[config.mk]
export PLATFORM = sky130hd
export DESIGN_NAME = alcm_cell
export DESIGN_NICKNAME = d
export VERILOG_FILES = /design/src/design/alcm_pkg.sv /design/src/design/alcm_flop_if.sv /design/src/design/alcm_flop.sv /design/src/design/alcm_cell.sv
export VERILOG_INCLUDE_DIRS = /design/src /design/src/design
export SDC_FILE = /design/constraint.sdc
export NUM_CORES = 1
export LEC_CHECK = 0
export BUFFER_PORTS_ARGS = -buffer_cell sky130_fd_sc_hd__buf_2
export CORE_UTILIZATION = 46
export CTS_CLUSTER_SIZE = 8
export DETAILED_ROUTE_END_ITERATION = 12
export PLACE_DENSITY = 0.9
export SKIP_CTS_REPAIR_TIMING = 1
export SLEW_MARGIN = 30
export SYNTH_ARGS = -nofsm -noshare
export SYNTH_HDL_FRONTEND = slang
export SYNTH_SLANG_ARGS = --single-unit
[constraint.sdc]
create_clock -name core_clk -period 12.5 [get_ports core_clk]
set_input_delay 1.875 -clock core_clk [delete_from_list [all_inputs] [get_ports core_clk]]
set_output_delay 1.875 -clock core_clk [all_outputs]
set_load 0.05 [all_outputs]
[src/design/alcm_regs.svh]
`ifndef ALCM_REGS_SVH
`define ALCM_REGS_SVH

// Cell geometry
`define ALCM_NUM_FLOPS    4
`define ALCM_LUT6_BITS    64
`define ALCM_LUT4_BITS    16

// Lookup mask field positions inside a 64-bit half mask
`define ALCM_L4_LO_LSB    0
`define ALCM_L4_HI_LSB    16

// Route select field positions
`define ALCM_RSEL_FLOP    2

// Reset and constant values
`define ALCM_Q_RESET      1'b0
`define ALCM_CHAIN_CIN    1'b0
`define ALCM_SYNC_RESET   2'h3

// Clock select code that parks a flop
`define ALCM_CLK_OFF      2'h3

`endif

[src/design/alcm_pkg.sv]
package alcm_pkg;

    typedef enum logic [1:0] {
        ALCM_NORMAL,
        ALCM_EXTENDED,
        ALCM_ARITH,
        ALCM_SHARED
    } alcm_mode_e;

    typedef logic [1:0] alcm_clk_sel_t;

endpackage

[src/design/alcm_flop_if.sv]
`timescale 1ns/1ns
interface alcm_flop_if;
    logic d;
    logic ena;
    logic sclr;
    logic sload;
    logic ld_data;
    logic dclr;
    logic q;

    modport drv  (output d, output ena, output sclr, output sload, output ld_data,
                  output dclr, input q);
    modport flop (input d, input ena, input sclr, input sload, input ld_data,
                  input dclr, output q);
endinterface

[src/design/alcm_flop.sv]
`timescale 1ns/1ns
`include "alcm_regs.svh"
module alcm_flop (
    // Clock and reset
    input  logic            core_clk,
    input  logic            rst_n,
    // Control and data
    alcm_flop_if.flop       fif
);
    logic q_q;

    // Device clear first, then clear, then load, then enabled capture
    always_ff @(posedge core_clk or negedge rst_n) begin
        if (!rst_n) begin
            q_q <= `ALCM_Q_RESET;
        end else if (fif.dclr) begin
            q_q <= `ALCM_Q_RESET;
        end else if (fif.sclr) begin
            q_q <= `ALCM_Q_RESET;
        end else if (fif.sload) begin
            q_q <= fif.ld_data;
        end else if (fif.ena) begin
            q_q <= fif.d;
        end
    end

    assign fif.q = q_q;
endmodule

[src/design/alcm_cell.sv]
`timescale 1ns/1ns
`include "alcm_regs.svh"
module alcm_cell (
    // Clock and reset
    input  logic                      core_clk,
    input  logic                      nrst,
    // Local interconnect data inputs
    input  logic                      in_a,
    input  logic                      in_b,
    input  logic                      in_c,
    input  logic                      in_d,
    input  logic                      in_e0,
    input  logic                      in_e1,
    input  logic                      in_f0,
    input  logic                      in_f1,
    // Cluster-wide controls
    input  logic [2:0]                cluster_clk_ena,
    input  logic                      cluster_sclr,
    input  logic                      cluster_sload,
    input  logic [1:0]                cluster_aclr_n,
    input  logic                      device_wide_clear_n,
    // Mode and lookup configuration
    input  alcm_pkg::alcm_mode_e      mode,
    input  logic [63:0]               lut_mask_top,
    input  logic [63:0]               lut_mask_bot,
    input  logic                      six_single,
    input  logic                      six_pair_sel,
    input  logic                      six_dup,
    input  logic                      ext_f1_sel,
    input  logic                      fb_en,
    input  logic [1:0]                fb_sel,
    input  logic                      carry_only,
    input  logic                      cnt_en,
    // Chain configuration
    input  logic                      carry_start,
    input  logic                      carry_bypass,
    input  logic                      share_start,
    input  logic                      share_bypass,
    // Flop configuration
    input  logic [3:0]                flop_src_sel,
    input  logic [3:0]                pack_pick,
    input  logic [3:0]                sclr_en,
    input  logic [3:0]                sload_en,
    input  logic [7:0]                clk_sel,
    input  logic [3:0]                aclr_sel,
    input  logic                      dev_clr_en,
    // Output routing configuration
    input  logic [2:0]                route_sel_0,
    input  logic [2:0]                route_sel_1,
    // Chain links to neighbouring cells
    input  logic                      carry_in,
    input  logic                      share_in,
    output logic                      carry_out,
    output logic                      share_out,
    // Results
    output logic [1:0]                comb_out,
    output logic [3:0]                reg_out,
    output logic                      route_out_0,
    output logic                      route_out_1,
    output logic                      carry_route_q
);

    function automatic logic lut6(input logic [63:0] m, input logic [5:0] i);
        lut6 = m[i];
    endfunction

    function automatic logic lut4(input logic [15:0] m, input logic [3:0] i);
        lut4 = m[i];
    endfunction

    logic [1:0] dclr_sync_q;
    logic       dev_clr;
    logic [3:0] q;
    logic       d_eff;
    logic [3:0] idx4;
    logic [5:0] idx_top;
    logic [5:0] idx_bot;
    logic [5:0] idx_p0;
    logic [5:0] idx_p1;
    logic [5:0] idx_ext;
    logic       res_top;
    logic       res_bot;
    logic       opa_t;
    logic       opb_t;
    logic       opa_b;
    logic       opb_b;
    logic       cin;
    logic       c_mid;
    logic       c_fin;
    logic       sum_t;
    logic       sum_b;
    logic       sh_in;
    logic       sh_mid;
    logic       sh_fin;
    logic       is_arith;

    // Pin crosses into core_clk domain before use
    always_ff @(posedge core_clk or negedge nrst) begin
        if (!nrst) begin
            dclr_sync_q <= `ALCM_SYNC_RESET;
        end else begin
            dclr_sync_q <= {dclr_sync_q[0], device_wide_clear_n};
        end
    end

    assign dev_clr = dev_clr_en & ~dclr_sync_q[1];

    // Flop fed back in place of in_d
    assign d_eff = fb_en ? q[fb_sel] : in_d;

    assign idx4    = {d_eff, in_c, in_b, in_a};
    assign idx_top = {in_f0, in_e0, idx4};
    assign idx_bot = {in_f1, in_e1, idx4};
    assign idx_p0  = {in_f1, in_e0, idx4};
    assign idx_p1  = {in_f0, in_e1, idx4};
    assign idx_ext = {in_e1, in_e0, idx4};
    assign is_arith = (mode == alcm_pkg::ALCM_ARITH);

    // Chain heads take a constant rather than a stray neighbour
    assign cin   = carry_start ? `ALCM_CHAIN_CIN : carry_in;
    assign sh_in = share_start ? `ALCM_CHAIN_CIN : share_in;

    // Lookups and adders
    always_comb begin
        res_top = 1'b0;
        res_bot = 1'b0;
        opa_t   = 1'b0;
        opb_t   = 1'b0;
        opa_b   = 1'b0;
        opb_b   = 1'b0;
        sum_t   = 1'b0;
        sum_b   = 1'b0;
        c_mid   = cin;
        c_fin   = cin;
        sh_mid  = sh_in;
        sh_fin  = sh_in;
        unique case (mode)
            alcm_pkg::ALCM_NORMAL: begin
                if (!six_single) begin
                    res_top = lut6(lut_mask_top, idx_top);
                    res_bot = lut6(lut_mask_bot, idx_bot);
                end else if (!six_pair_sel) begin
                    res_top = lut6(lut_mask_top, idx_p0);
                    res_bot = six_dup ? lut6(lut_mask_top, idx_p1) : res_top;
                end else begin
                    res_bot = lut6(lut_mask_bot, idx_p1);
                    res_top = six_dup ? lut6(lut_mask_bot, idx_p0) : res_bot;
                end
            end
            alcm_pkg::ALCM_EXTENDED: begin
                // Seventh input picks between the two six-input halves
                if (ext_f1_sel) begin
                    res_top = in_f1 ? lut6(lut_mask_top, idx_ext)
                                    : lut6(lut_mask_bot, idx_ext);
                end else begin
                    res_top = in_f0 ? lut6(lut_mask_top, idx_ext)
                                    : lut6(lut_mask_bot, idx_ext);
                end
                res_bot = res_top;
            end
            alcm_pkg::ALCM_ARITH: begin
                opa_t = lut4(lut_mask_top[`ALCM_L4_LO_LSB +: `ALCM_LUT4_BITS], idx4);
                opb_t = lut4(lut_mask_top[`ALCM_L4_HI_LSB +: `ALCM_LUT4_BITS], idx4);
                opa_b = lut4(lut_mask_bot[`ALCM_L4_LO_LSB +: `ALCM_LUT4_BITS], idx4);
                opb_b = lut4(lut_mask_bot[`ALCM_L4_HI_LSB +: `ALCM_LUT4_BITS], idx4);
                if (cnt_en) begin
                    // Counter: own flops plus all-ones when counting down
                    opa_t = q[0];
                    opa_b = q[2];
                    opb_t = in_e1;
                    opb_b = in_e1;
                end
                opb_t = opb_t ^ in_e0;
                opb_b = opb_b ^ in_e0;
                sum_t = opa_t ^ opb_t ^ cin;
                c_mid = (opa_t & opb_t) | (cin & (opa_t ^ opb_t));
                sum_b = opa_b ^ opb_b ^ c_mid;
                c_fin = (opa_b & opb_b) | (c_mid & (opa_b ^ opb_b));
                // Carry-only use hands out the lookups, sums unused
                res_top = carry_only ? opa_t : sum_t;
                res_bot = carry_only ? opa_b : sum_b;
            end
            alcm_pkg::ALCM_SHARED: begin
                opa_t  = lut4(lut_mask_top[`ALCM_L4_LO_LSB +: `ALCM_LUT4_BITS], idx4);
                sh_mid = lut4(lut_mask_top[`ALCM_L4_HI_LSB +: `ALCM_LUT4_BITS], idx4);
                opa_b  = lut4(lut_mask_bot[`ALCM_L4_LO_LSB +: `ALCM_LUT4_BITS],
                              {in_f1, in_e1, in_f0, in_e0});
                sh_fin = lut4(lut_mask_bot[`ALCM_L4_HI_LSB +: `ALCM_LUT4_BITS],
                              {in_f1, in_e1, in_f0, in_e0});
                sum_t = opa_t ^ sh_in ^ cin;
                c_mid = (opa_t & sh_in) | (cin & (opa_t ^ sh_in));
                sum_b = opa_b ^ sh_mid ^ c_mid;
                c_fin = (opa_b & sh_mid) | (c_mid & (opa_b ^ sh_mid));
                res_top = sum_t;
                res_bot = sum_b;
            end
        endcase
    end

    // Outside the adder modes the chains pass straight through
    assign carry_out = (carry_bypass || !(is_arith || mode == alcm_pkg::ALCM_SHARED))
                       ? carry_in : c_fin;
    assign share_out = (share_bypass || mode != alcm_pkg::ALCM_SHARED)
                       ? share_in : sh_fin;

    // Final carry also offered to the interconnect
    always_ff @(posedge core_clk or negedge nrst) begin
        if (!nrst) begin
            carry_route_q <= `ALCM_Q_RESET;
        end else begin
            carry_route_q <= carry_out;
        end
    end

    alcm_flop_if fif [`ALCM_NUM_FLOPS] ();

    genvar g;
    generate
        for (g = 0; g < `ALCM_NUM_FLOPS; g = g + 1) begin : g_flop
            logic hi_half;
            logic pack;
            logic clk_ena;
            logic ctl_ena;
            logic rst_n;

            assign hi_half = (g >= 2);

            // Free pairing input per half
            always_comb begin
                if (mode == alcm_pkg::ALCM_EXTENDED) begin
                    pack = hi_half ? in_f1 : in_f0;
                end else if (hi_half) begin
                    pack = pack_pick[g] ? in_f0 : in_e1;
                end else begin
                    pack = pack_pick[g] ? in_f1 : in_e0;
                end
            end

            // Park code stops the flop like a gated clock
            assign clk_ena = (clk_sel[2*g +: 2] == `ALCM_CLK_OFF) ? 1'b0
                             : cluster_clk_ena[clk_sel[2*g +: 2]];

            // Arith flops also obey the local enables
            assign ctl_ena = !is_arith ? 1'b1
                             : (in_f1 & ((cnt_en && (g % 2 == 0)) ? in_f0 : 1'b1));

            // Async clear picked from the two cluster clears
            assign rst_n = nrst & cluster_aclr_n[aclr_sel[g]];

            assign fif[g].d       = flop_src_sel[g] ? pack : (hi_half ? res_bot : res_top);
            assign fif[g].ena     = clk_ena & ctl_ena;
            // Stopped clock also blocks sync clear and load
            assign fif[g].sclr    = cluster_sclr & sclr_en[g] & clk_ena;
            assign fif[g].sload   = cluster_sload & sload_en[g] & clk_ena;
            assign fif[g].ld_data = pack;
            assign fif[g].dclr    = dev_clr;
            assign q[g]           = fif[g].q;

            alcm_flop u_flop (
                .core_clk (core_clk),
                .rst_n    (rst_n),
                .fif      (fif[g])
            );
        end
    endgenerate

    assign reg_out  = q;
    assign comb_out = {res_bot, res_top};

    // Each route output picks a result or a flop
    assign route_out_0 = route_sel_0[`ALCM_RSEL_FLOP] ? q[route_sel_0[1:0]]
                         : (route_sel_0[0] ? res_bot : res_top);
    assign route_out_1 = route_sel_1[`ALCM_RSEL_FLOP] ? q[route_sel_1[1:0]]
                         : (route_sel_1[0] ? res_bot : res_top);

endmodule

==> implementation parameters, run 1 <==
Parameter                              Value

Synth
  Syn nets ... between 400 and 500
  Syn Inst Count ... 293
  Area share of xor/xnor cells in the synthesized design ... 0.612%
  Synthesis-stage register bit count ... 7
  Largest family of logic cells by synthesized area ... multiplexers
  Mean instance size in the synthesized netlist ... just under 10 sq um
  Post-synth cell types ... 56
  Number of flops mapped to enable cells by yosys ... 0
  Sequential fraction of the synthesis area ... between 6 and 7%
  Fraction of synthesized area in multiplexers ... a little under half
  Share of synthesized cell area in full adder, half adder and majority cells ... 2.80%
  Count of yosys warnings during synthesis ... 0
  Synthesized cell area ... between 2000 and 3000 sq um
  Proportion of register bits with asynchronous set or reset after synthesis ... 100%
  Compound-cell area share of the yosys netlist ... 19.4%
  Simple-gate portion of the synthesized area ... roughly 16%
  Ys flop type ... sky130_fd_sc_hd__dfrtp_1

Clocking
  Clock tree buffer depth ... 2
  CTS tree ... built
  Insertion delay of the later-clocked pin in the worst-skew pair ... approximately 230 ps
  Clk sinks ... 7
  CTS clock-pin slew for the worst setup and hold paths ... 40 ps
  Clock root buffer ... sky130_fd_sc_hd__clkbuf_8
  Inserted Clock Buffers ... 3
  Htree depth ... 1

Drt
  Remaining design rule violation count ... 0
  DRC violation total after the first TritonRoute iteration ... approximately 220
  Vias after detailed routing ... 3346
  Via/cell ratio ... approximately 6.1
  Post-detailed-routing wire length ... 9.52 mm
  Length of the first detailed-routing pass in iterations ... 5
  Number of nets with antenna violations after routing ... 0
  Post-DR wirelength/cell ... approximately 17 um

Setup path
  Slowest Stage Delay on Critical Path ... roughly 630 ps
  WS Path Type ... input pin to output pin
  Slowest cell on crit path ... sky130_fd_sc_hd__mux4_1
  Worst-path cell chain ... buf_2 > mux4_1 > nand2b_1 > a211oi_2 > nor2_1 > o21ai_0 > xor2_1 > fa_1 > inv_1 > fa_1 > nor2b_1 > a211o_1 > nand4_1 > nand2_1 > o311ai_1 > buf_2
  Critical path required time ... roughly 11000 ps
  Critical path fanouts, max ... 26
  Worst EP arrival ... roughly 6000 ps
  Worst setup EP type ... output pin
  Element type at the critical path start ... input pin

Layout
  Total area of multi-input combinational cells ... 2470 sq um
  Fin util ... approximately two thirds
  Ratio of cells with drive above 1 in the final layout ... between 50% and 60%
  Area Growth Syn to Fin ... 35.0%
  Number of antenna cells inserted ... 0
  Nets@finish ... 680
  Reg area ... about 180 sq um
  Layout filler cell count ... about 490

Outcome
  Run status ... finished clean

Global routing
  Number of antenna violations at the first check in global routing ... 0
  Aggregate global routing overflow ... 0
  Number of global-route vias before repair ... 3108
  Total track usage ... roughly 29%
  Maximum number of pins on one net before global-route repair ... 33
  Wire length of the first global-routing pass ... 14.8 mm

STA
  Number of hold violations in the final report ... 0
  Remaining max-slew budget at the tightest pin ... 38.0%
  Max frequency ... about 130 MHz
  Worst-case hold slack ... 359 ps
  Final worst-path cycle share ... roughly 63%
  Minimum clock period after layout ... just under 8000 ps
  Clk_skew ... roughly 2.4 ps
  Setup violations, final ... 0
  RSZ-0062 raised after global routing ... false
  Count of final max-slew check failures ... 0
  TNS Setup ... 0 ps
  Worst Tran Pin Value ... between 900 and 1000 ps
  Worst path setup slack after routing ... around 4600 ps

Placed design
  Post-place setup slack ... ~4600 ps
  DP HPWL ... roughly 8 mm
  Final GP Congestion ... between 0.8 and 0.9
  IO Port Bufs ... approximately 210

Floorplan
  Die area ... ~6500 sq um
  Die outline width ... between 80 and 90 um
  Core area ... approximately 6000 sq um
  Row Count ... 28
  Starting Density ... approximately half
  I/O pin count ... around 210
  Die Ht ... 80.9 um

Worst hold path
  Class of the tightest hold or removal check ... register to register

Power and ir drop
  Power per unit of standard cell area ... slightly above 60 nW/um^2
  Tot Pwr ... approximately 0.24 mW
  Maximum vdd drop ... 0.0000688 V
  Pleak ... 1.84 nW

Job
  # Max-Cap Violations ... 0
area by class of cell:
type | instances | share of cell area [%]
clock buffer | 4 | 1.17
inverter | 10 | 0.972
multi-input combinational | 248 | 63.9
sequential | 7 | 4.60
tap | 75 | 2.43
timing repair buffer | 208 | 26.9
per-layer routing:
layer  track usage (%)  vias to the layer above  share of wire (%)
met5                 0                        -                  0
li1                  -                     1559                  -
met4              8.21                        0                1.8
met3              6.63                       20                9.1
met1              36.4                     1575                 38
met2              50.3                      192                 51
synth_stat cells (3+ instances only):
| cell type | n | area share (%) |
|---|---|---|
| sky130_fd_sc_hd__mux2i_1 | 22 | 7.7 |
| sky130_fd_sc_hd__o21ai_0 | 16 | 2.8 |
| sky130_fd_sc_hd__dfrtp_1 | 5 | 4.4 |
| sky130_fd_sc_hd__mux2_2 | 5 | 2.0 |
| sky130_fd_sc_hd__a21boi_0 | 4 | 1.0 |
| sky130_fd_sc_hd__a21oi_1 | 6 | 1.0 |
| sky130_fd_sc_hd__clkbuf_1 | 4 | 0.52 |
| sky130_fd_sc_hd__inv_1 | 10 | 1.3 |
| sky130_fd_sc_hd__buf_1 | 3 | 0.39 |
| sky130_fd_sc_hd__nand3_1 | 3 | 0.52 |
| sky130_fd_sc_hd__nand2_1 | 29 | 3.8 |
| sky130_fd_sc_hd__nand2b_1 | 14 | 3.1 |
| sky130_fd_sc_hd__buf_4 | 9 | 2.4 |
| sky130_fd_sc_hd__a31oi_1 | 14 | 3.1 |
| sky130_fd_sc_hd__nor3_1 | 9 | 1.6 |
| sky130_fd_sc_hd__mux4_1 | 15 | 14 |
| sky130_fd_sc_hd__a2bb2oi_1 | 6 | 1.8 |
| sky130_fd_sc_hd__nor2b_1 | 11 | 2.4 |
| sky130_fd_sc_hd__buf_2 | 8 | 1.4 |
| sky130_fd_sc_hd__o22ai_1 | 5 | 1.1 |
| sky130_fd_sc_hd__a211oi_1 | 7 | 1.8 |
| sky130_fd_sc_hd__nor2_1 | 14 | 1.8 |
| sky130_fd_sc_hd__fa_1 | 4 | 2.8 |
| sky130_fd_sc_hd__mux4_2 | 30 | 24 |
sequential cells by signal, indices dropped and copies added, names as in the netlist:
signal,count
dclr_sync_q,2
g_flop.u_flop.fif.q,4
carry_route_q,1
worst max-delay path, delay by kind of cell:
| kind | cells | cell delay (ps) |
|---|---|---|
| buf+inv | 3 | 940 |
| fa+ha+maj | 2 | 830 |
| simple gates | 5 | 790 |
| compound gates | 4 | 740 |
| mux | 1 | 630 |
| xor+xnor | 1 | 180 |
logic make-up (layout without fill, tap and decap cells):
family / Yosys count / in the layout
AND/OR/NAND/NOR: 90 / 90
AO/OA/AOI/OAI: 79 / 79
multiplexers: 73 / 73
buffers and inverters: 38 / 222
flip-flops: 7 / 7
adder cells (fa/ha/maj): 4 / 4
XOR/XNOR: 2 / 2
where the power goes:
group	total, mW	switching (mW)	internal [mW]	leakage, nW
clock network	0.0324	0.0103	0.0221	0.0228
registers	0.0295	0.00370	0.0258	0.0850
logic	0.175	0.0932	0.0818	1.73
through the flow:
step / std cells / area [sq um]
final: 552 / 3860
after global routing: 552 / 3860
after CTS: 552 / 3860
after detailed placement: 548 / 3810
after global placement: 548 / 3810
after floorplan: 293 / 2860
placed cells by master (no fill, tap or decap), drive strengths merged, types with 2 or more instances in the layout:
cell type / count
mux2: 6
nor3: 9
inv: 10
o31ai: 3
a2bb2oi: 6
o311ai: 2
nand2: 29
fa: 4
a211oi: 8
nand2b: 14
nor2b: 11
dfrtp: 5
a21oi: 6
or3: 2
a221oi: 2
mux4: 45
clkbuf: 4
a21boi: 4
nor2: 14
mux2i: 22
o21ai: 18
a31oi: 14
nor3b: 2
dfstp: 2
a211o: 2
buf: 208
o22ai: 5
o21a: 2
nand3: 3
o211ai: 2
worst paths after layout:
check | startpoint | to | slack (ps) | cells after the start
worst max-delay path | in_a | route_out_0 | 4620 | 16
worst min-delay path | dclr_sync_q[0] | dclr_sync_q[1] | 360 | 0
worst max register to register | g_flop[2].u_flop.fif.q | g_flop[2].u_flop.fif.q | 8870 | 14
worst min register to register | dclr_sync_q[0] | dclr_sync_q[1] | 360 | 0
max in group asynchronous | aclr_sel[2] | g_flop[2].u_flop.fif.q | 10710 | 3
min in group asynchronous | nrst | carry_route_q | 1450 | 1
Power figures use the tool's default switching activity.
==> run 2, diff against run 1 <==
--- a/config.mk
+++ b/config.mk
@@ -7,10 +7,10 @@
 export NUM_CORES = 1
 export LEC_CHECK = 0
 export BUFFER_PORTS_ARGS = -buffer_cell sky130_fd_sc_hd__buf_2
-export CORE_UTILIZATION = 46
+export CORE_UTILIZATION = 38
 export CTS_CLUSTER_SIZE = 8
 export DETAILED_ROUTE_END_ITERATION = 12
-export PLACE_DENSITY = 0.9
+export PLACE_DENSITY = 0.8
 export SKIP_CTS_REPAIR_TIMING = 1
 export SLEW_MARGIN = 30
 export SYNTH_ARGS = -nofsm -noshare
==> constraint.sdc (replaced) <==
create_clock -name core_clk -period 6.4 [get_ports core_clk]
set_input_delay 0.96 -clock core_clk [delete_from_list [all_inputs] [get_ports core_clk]]
set_output_delay 0.96 -clock core_clk [all_outputs]
set_load 0.05 [all_outputs]
==> run 2 against run 1 <==
Net effect: setup slack lost 3900 ps; combinational power grew 99%; routed wire length grew 7.0%; register-to-register slack lost 5900 ps; die area grew 21%; critical path type unchanged; critical path depth is the same; clock power grew 91%.
==> implementation parameters, run 2 (synthesis results as in run 1) <==
Parameter                              Value

Power and ir drop
  Power spent charging and discharging nets ... 0.212 mW (was 0.107 mW)
  Power per unit of standard cell area ... 119 nW/um^2 (was 61.3 nW/um^2)
  Int Power ... 0.255 mW (was 0.130 mW)
  Fraction of power consumed by combinational cells ... 74.4% (was 73.9%)
  Pleak ... 1.85 nW (was 1.84 nW)
  Clock group share of total power ... 13.2% (was 13.7%)
  Net switching fraction of the power ... 45.4% (was 45.3%)
  Reg power frac ... 12.4% (was 12.5%)
  Tot Pwr ... 0.467 mW (was 0.237 mW)
  Maximum vdd drop ... 0.0000786 V (was 0.0000688 V)

Setup path
  Path depth of the worst reg2reg path ... 15 (was 14)
  WS Path Type ... input pin to output pin (unchanged)
  Critical path required time ... 5440 ps (was 10620 ps)
  R2R setup slack ... 2920 ps (was 8870 ps)
  Worst EP arrival ... 4720 ps (was 6000 ps)
  Element type at the critical path start ... input pin (unchanged)
  Critical path fanouts, max ... 10 (was 26)
  Worst r2r src ... g_flop[0].u_flop.fif.q (was g_flop[2].u_flop.fif.q)
  Worst setup EP type ... output pin (unchanged)
  R2r endpoint ... g_flop[2].u_flop.fif.q (unchanged)

Clocking
  CTS clock-pin slew for the worst setup and hold paths ... 40 ps (about the same)
  Clock root buffer ... sky130_fd_sc_hd__clkbuf_8 (unchanged)
  Clock tree buffer depth ... 2 (unchanged)
  Htree depth ... 1 (unchanged)
  Clk sinks ... 7 (unchanged)
  CTS tree ... built (unchanged)
  Insertion delay of the later-clocked pin in the worst-skew pair ... 220 ps (was 230 ps)
  Inserted Clock Buffers ... 3 (unchanged)

STA
  Remaining max-slew budget at the tightest pin ... 60.6% (was 38.0%)
  Worst path setup slack after routing ... 716 ps (was 4620 ps)
  Max frequency ... around 180 MHz
  RSZ-0062 raised after global routing ... false (unchanged)
  Number of hold violations in the final report ... 0 (unchanged)
  Worst Tran Pin Value ... 591 ps (was 927 ps)
  Setup violations, final ... 0 (unchanged)
  Worst-case hold slack ... 363 ps (was 359 ps)
  Minimum clock period after layout ... ~5700 ps
  Final worst-path cycle share ... 88.8%
  TNS Setup ... 0 ps (unchanged)
  Clk_skew ... 5.71 ps (was 2.38 ps)
  Count of final max-slew check failures ... 0 (unchanged)

Layout
  Reg area ... 178 sq um (unchanged)
  Number of antenna cells inserted ... 0 (unchanged)
  Max FFs per register ... 4 (unchanged)
  Area Growth Syn to Fin ... 36.8% (was 35.0%)
  Total area of multi-input combinational cells ... 2460 sq um (was 2470 sq um)
  Nets@finish ... 684 (was 680)
  Ratio of cells with drive above 1 in the final layout ... 53.8% (was 53.7%)
  Non-Filler Cell Area, Final ... 3920 sq um (was 3860 sq um)
  Leading cell types in the layout, fill and taps excluded ... sky130_fd_sc_hd__buf_2 (208), sky130_fd_sc_hd__mux4_2 (30), sky130_fd_sc_hd__nand2_1 (29) (unchanged)
  Most common library cell in the layout ignoring fill and taps ... sky130_fd_sc_hd__buf_2 (unchanged)
  Layout filler cell count ... 704 (was 493)

Floorplan
  Starting Density ... 39.5% (was 48.1%)
  Die area ... 7880 sq um (was 6540 sq um)
  Row Count ... 31 (was 28)
  Die Ht ... 88.8 um (was 80.9 um)
  I/O pin count ... 209 (unchanged)
  Core area ... 7250 sq um (was 5960 sq um)
  Die outline width ... 88.8 um (was 80.9 um)

Global routing
  Maximum number of pins on one net before global-route repair ... 33 (unchanged)
  Wire length of the first global-routing pass ... 15.5 mm (was 14.8 mm)
  Number of antenna violations at the first check in global routing ... 0 (unchanged)
  Total track usage ... 25.6% (was 29.2%)
  Aggregate global routing overflow ... 0 (unchanged)
  Number of global-route vias before repair ... 3224 (was 3108)

Drt
  Post-detailed-routing wire length ... 10.2 mm (was 9.52 mm)
  DRC violation total after the first TritonRoute iteration ... 202 (was 223)
  Number of nets with antenna violations after routing ... 0 (unchanged)
  Via/cell ratio ... 5.74 (was 6.06)
  Vias after detailed routing ... 3327 (was 3346)
  Length of the first detailed-routing pass in iterations ... 6 (was 5)
  Post-DR wirelength/cell ... 17.6 um (was 17.2 um)
  Remaining design rule violation count ... 0 (unchanged)

Outcome
  Run status ... finished clean (unchanged)

Worst hold path
  Hold Crit Endpoint ... dclr_sync_q[1] (unchanged)
  Class of the tightest hold or removal check ... register to register (unchanged)
  Hold Path Origin ... dclr_sync_q[0] (unchanged)
  Cell count of the worst hold path ... 0 (unchanged)

Placed design
  IO Port Bufs ... 208 (unchanged)
  Post-place setup slack ... 737 ps (was 4640 ps)
  DP HPWL ... 8.83 mm (was 8.13 mm)
  Placed Area ... 3870 sq um (was 3810 sq um)
  Final GP Congestion ... 0.967 (was 0.899)

Job
  # Max-Cap Violations ... 0 (unchanged)
==> run 2: power groups by stage <==
stage / logic (mW) / registers, mW / clock network (mW)
final: 0.348 / 0.0578 / 0.0618
after global routing: 0.376 / 0.0588 / 0.0658
after CTS: 0.347 / 0.0574 / 0.0626
after detailed placement: 0.346 / 0.0578 / 0
after global placement: 0.336 / 0.0578 / 0
after floorplan: 0.238 / 0.0578 / 0
==> run 2: worst max path at each step <==
| stage | from | end | slack [ps] | cells after the start |
|---|---|---|---|---|
| floorplan | in_a | route_out_0 | 290 | 17 |
| global placement | in_a | route_out_0 | 880 | 16 |
| detailed placement | in_a | route_out_1 | 740 | 16 |
| CTS | in_a | route_out_1 | 730 | 16 |
| global route | in_a | route_out_1 | 440 | 16 |
| finish | in_a | route_out_1 | 720 | 16 |
==> run 2: through the flow <==
| stage | utilization [%] | cells |
|---|---|---|
| after floorplan | - | 293 |
| after detailed placement | 53.4 | 576 |
| final | 54.0 | 580 |
| after global routing | 54.0 | 580 |
| after CTS | 54.0 | 580 |
| after global placement | 53.4 | 576 |
==> run 2: area by class of cell <==
| class | instances | area share, % |
|---|---|---|
| Clock buffer | 4 | 1.15 |
| Inverter | 10 | 0.958 |
| Multi-Input combinational cell | 248 | 62.9 |
| Sequential cell | 7 | 4.54 |
| Tap cell | 99 | 3.16 |
| Timing Repair Buffer | 212 | 27.3 |
==> run 2: worst max-delay path: stages <==
cell	delay, ps
sky130_fd_sc_hd__buf_2	280
sky130_fd_sc_hd__mux4_1	610
sky130_fd_sc_hd__nand2b_1	110
sky130_fd_sc_hd__a211oi_2	80
sky130_fd_sc_hd__nor2_1	230
sky130_fd_sc_hd__o21ai_0	150
sky130_fd_sc_hd__xor2_1	180
sky130_fd_sc_hd__fa_1	430
sky130_fd_sc_hd__inv_1	100
sky130_fd_sc_hd__fa_1	390
sky130_fd_sc_hd__nor2b_1	140
sky130_fd_sc_hd__a211o_1	260
sky130_fd_sc_hd__nand4_1	140
sky130_fd_sc_hd__nand2_1	130
sky130_fd_sc_hd__o311ai_1	240
sky130_fd_sc_hd__buf_2	310
==> run 2: per-layer routing <==
layer  part of all wire [%]  vias up  global-route usage (%)
met4                    2.3        0                    6.45
li1                       -     1563                       -
met1                     40     1568                    33.7
met3                    7.8       27                    3.73
met5                      0        -                       0
met2                     49      169                    44.2
==> run 3, diff against run 2 <==
==> constraint.sdc (replaced) <==
create_clock -name core_clk -period 4.7 [get_ports core_clk]
set_input_delay 0.705 -clock core_clk [delete_from_list [all_inputs] [get_ports core_clk]]
set_output_delay 0.705 -clock core_clk [all_outputs]
set_load 0.05 [all_outputs]
==> run 3 against run 2 <==
Net effect: first-iteration DRC count fell by 34%; count of clock-buffer cells in the layout did not move; non-clock buffer count rose by 14; sequential power rose by 38%; clock skew fell by 4.4 ps; cell count rose by 2.6%; via count rose by 3.6%; clock power rose by 41%; routed wire length rose by 0.82%; setup slack got worse by 530 ps; cell area rose by 5.2%; register-to-register slack got worse by 1500 ps; critical path type unchanged; largest power group unchanged.
==> implementation parameters, run 3 (synthesis results as in run 1) <==
Parameter                              Value

STA
  Clk_skew ... 1.27 ps (was 5.71 ps)
  Number of hold violations in the final report ... 0 (unchanged)
  Worst path setup slack after routing ... 184 ps (was 716 ps)
  Remaining max-slew budget at the tightest pin ... 68.9% (was 60.6%)
  Setup violations, final ... 0 (unchanged)
  Count of final max-slew check failures ... 0 (unchanged)
  Worst Tran Pin Value ... 465 ps (was 591 ps)
  Minimum clock period after layout ... roughly 4500 ps
  TNS Setup ... 0 ps (unchanged)
  Worst-case hold slack ... 289 ps (was 363 ps)
  RSZ-0062 raised after global routing ... false (unchanged)
  Final worst-path cycle share ... between 90% and 100%
  Max frequency ... 221 MHz

Global routing
  Number of antenna violations at the first check in global routing ... 1 (was 0)
  Aggregate global routing overflow ... 0 (unchanged)
  Total track usage ... 26.1% (was 25.6%)
  Wire length of the first global-routing pass ... 15.7 mm (was 15.5 mm)
  Maximum number of pins on one net before global-route repair ... 20 (was 33)
  Number of global-route vias before repair ... 3324 (was 3224)

Layout
  Layout filler cell count ... 697 (was 704)
  Max FFs per register ... 4 (unchanged)
  Nets@finish ... 698 (was 684)
  Area Growth Syn to Fin ... 44.0% (was 36.8%)
  Ratio of cells with drive above 1 in the final layout ... 57.8% (was 53.8%)
  Non-Filler Cell Area, Final ... 4120 sq um (was 3920 sq um)
  Final standard cell count with taps included and fillers excluded ... 595 (was 580)
  Most common library cell in the layout ignoring fill and taps ... sky130_fd_sc_hd__buf_2 (unchanged)
  Fin util ... 56.8% (was 54.0%)
  Leading cell types in the layout, fill and taps excluded ... sky130_fd_sc_hd__buf_2 (205), sky130_fd_sc_hd__mux4_2 (31), sky130_fd_sc_hd__nand2_1 (27) (was sky130_fd_sc_hd__buf_2 (208), sky130_fd_sc_hd__mux4_2 (30), sky130_fd_sc_hd__nand2_1 (29))
  Reg area ... 178 sq um (unchanged)
  Total area of multi-input combinational cells ... 2530 sq um (was 2460 sq um)

Power and ir drop
  Pleak ... 1.95 nW (was 1.85 nW)
  Int Power ... 0.377 mW (was 0.255 mW)
  Tot Pwr ... 0.678 mW (was 0.467 mW)
  Net switching fraction of the power ... 44.4% (was 45.4%)
  Power spent charging and discharging nets ... 0.301 mW (was 0.212 mW)
  Clock group share of total power ... 12.9% (was 13.2%)
  Maximum vdd drop ... 0.0000678 V (was 0.0000786 V)
  Power per unit of standard cell area ... 165 nW/um^2 (was 119 nW/um^2)
  Fraction of power consumed by combinational cells ... 75.4% (was 74.4%)
  Reg power frac ... 11.7% (was 12.4%)

Setup path
  Top Family by Delay on Critical Path ... adder cells (unchanged)
  Worst setup EP type ... output pin (unchanged)
  Worst EP arrival ... 3810 ps (was 4720 ps)
  Critical path required time ... 3990 ps (was 5440 ps)
  Worst-path cell chain ... buf_12 > buf_6 > mux4_2 > nand2_2 > a2bb2oi_2 > nor2_1 > o21ai_1 > xor2_1 > fa_2 > inv_2 > fa_1 > nor2b_1 > a211o_1 > nand4_1 > nand2_2 > o311ai_4 > buf_6 (was buf_2 > mux4_1 > nand2b_1 > a211oi_2 > nor2_1 > o21ai_0 > xor2_1 > fa_1 > inv_1 > fa_1 > nor2b_1 > a211o_1 > nand4_1 > nand2_1 > o311ai_1 > buf_2)
  WS Path Type ... input pin to output pin (unchanged)
  Critical path fanouts, max ... 8 (was 10)
  Slowest Stage Delay on Critical Path ... 500 ps (was 610 ps)
  Buffers & Inverters on Critical Path ... 4 (was 3)
  Slowest cell on crit path ... sky130_fd_sc_hd__mux4_2 (was sky130_fd_sc_hd__mux4_1)
  Element type at the critical path start ... input pin (unchanged)

Outcome
  Run status ... finished clean (unchanged)

Clocking
  Clk sinks ... 7 (unchanged)
  CTS tree ... built (unchanged)
  Insertion delay of the later-clocked pin in the worst-skew pair ... 230 ps (was 220 ps)
  CTS clock-pin slew for the worst setup and hold paths ... 40 ps (about the same)
  Htree depth ... 1 (unchanged)
  Inserted Clock Buffers ... 3 (unchanged)
  Clock root buffer ... sky130_fd_sc_hd__clkbuf_8 (unchanged)
  Clock tree buffer depth ... 2 (unchanged)

Placed design
  Post-place setup slack ... -149 ps (was 737 ps)
  Final GP Congestion ... 0.953 (was 0.967)
  Placed Area ... 4020 sq um (was 3870 sq um)
  Placed Cells incl. Taps ... 589 (was 576)
  DP HPWL ... 8.95 mm (was 8.83 mm)
  IO Port Bufs ... 208 (unchanged)

Job
  # Max-Cap Violations ... 0 (unchanged)

Floorplan
  Core area ... 7250 sq um (unchanged)
  Die Ht ... 88.8 um (unchanged)
  Row Count ... 31 (unchanged)
  Die area ... 7880 sq um (unchanged)
  Die outline width ... 88.8 um (unchanged)
  Starting Density ... 39.5% (unchanged)
  I/O pin count ... 209 (unchanged)

Drt
  DRC violation total after the first TritonRoute iteration ... 134 (was 202)
  Post-DR wirelength/cell ... 17.3 um (was 17.6 um)
  Length of the first detailed-routing pass in iterations ... 5 (was 6)
  Vias after detailed routing ... 3447 (was 3327)
  Via/cell ratio ... 5.79 (was 5.74)
  Remaining design rule violation count ... 0 (unchanged)
  Post-detailed-routing wire length ... 10.3 mm (was 10.2 mm)
  Number of nets with antenna violations after routing ... 0 (unchanged)

Worst hold path
  Class of the tightest hold or removal check ... input pin to asynchronous set/reset pin (was register to register)
-- run 3: worst register-to-register path: stages (launching register included) --
cell and delay (ps):
sky130_fd_sc_hd__dfrtp_1 450, sky130_fd_sc_hd__mux2i_1 230, sky130_fd_sc_hd__o22ai_2 190, sky130_fd_sc_hd__a211oi_2 220
sky130_fd_sc_hd__nor2_1 100, sky130_fd_sc_hd__o21ai_1 150, sky130_fd_sc_hd__xor2_1 230, sky130_fd_sc_hd__fa_2 250
sky130_fd_sc_hd__inv_2 40, sky130_fd_sc_hd__fa_1 460, sky130_fd_sc_hd__nor2b_1 120, sky130_fd_sc_hd__a211o_1 100
sky130_fd_sc_hd__nand4_1 120, sky130_fd_sc_hd__buf_4 170, sky130_fd_sc_hd__buf_4 130, sky130_fd_sc_hd__a31oi_1 130
sky130_fd_sc_hd__a21oi_1 80
-- run 3: worst paths after layout --
check,startpoint,end,slack (ps),cells after the start
max in group asynchronous,aclr_sel[3],g_flop[3].u_flop.fif.q,4070,3
setup reg to reg,g_flop[0].u_flop.fif.q,g_flop[2].u_flop.fif.q,1410,16
min in group core_clk,dclr_sync_q[0],dclr_sync_q[1],360,0
hold reg to reg,dclr_sync_q[0],dclr_sync_q[1],360,0
hold / removal,nrst,carry_route_q,290,1
setup / recovery,in_a,route_out_1,180,17
-- run 3: cell type report --
| type | count | share of cell area [%] |
|---|---|---|
| multi-input cells | 248 | 61.3 |
| repair buffers | 226 | 29.3 |
| flip-flops and latches | 7 | 4.31 |
| well taps | 99 | 3.01 |
| clock buffers | 4 | 1.09 |
| inverters | 10 | 0.911 |
| diodes | 1 | 0.0607 |
-- run 3: metal layers --
layer / up-vias / routed length [um] / global-route usage [%]
li1: 1595 / - / -
met1: 1663 / 4140 / 34.0
met2: 162 / 5140 / 44.5
met3: 27 / 736 / 4.38
met4: 0 / 256 / 7.62
met5: - / 0 / 0
-- run 3: power groups by stage --
stage	registers (mW)	logic, mW	clock network, mW
final	0.0795	0.511	0.0871
after global routing	0.0804	0.557	0.0920
after CTS	0.0795	0.498	0.0885
after detailed placement	0.0800	0.496	0
after global placement	0.0800	0.484	0
after floorplan	0.0786	0.339	0
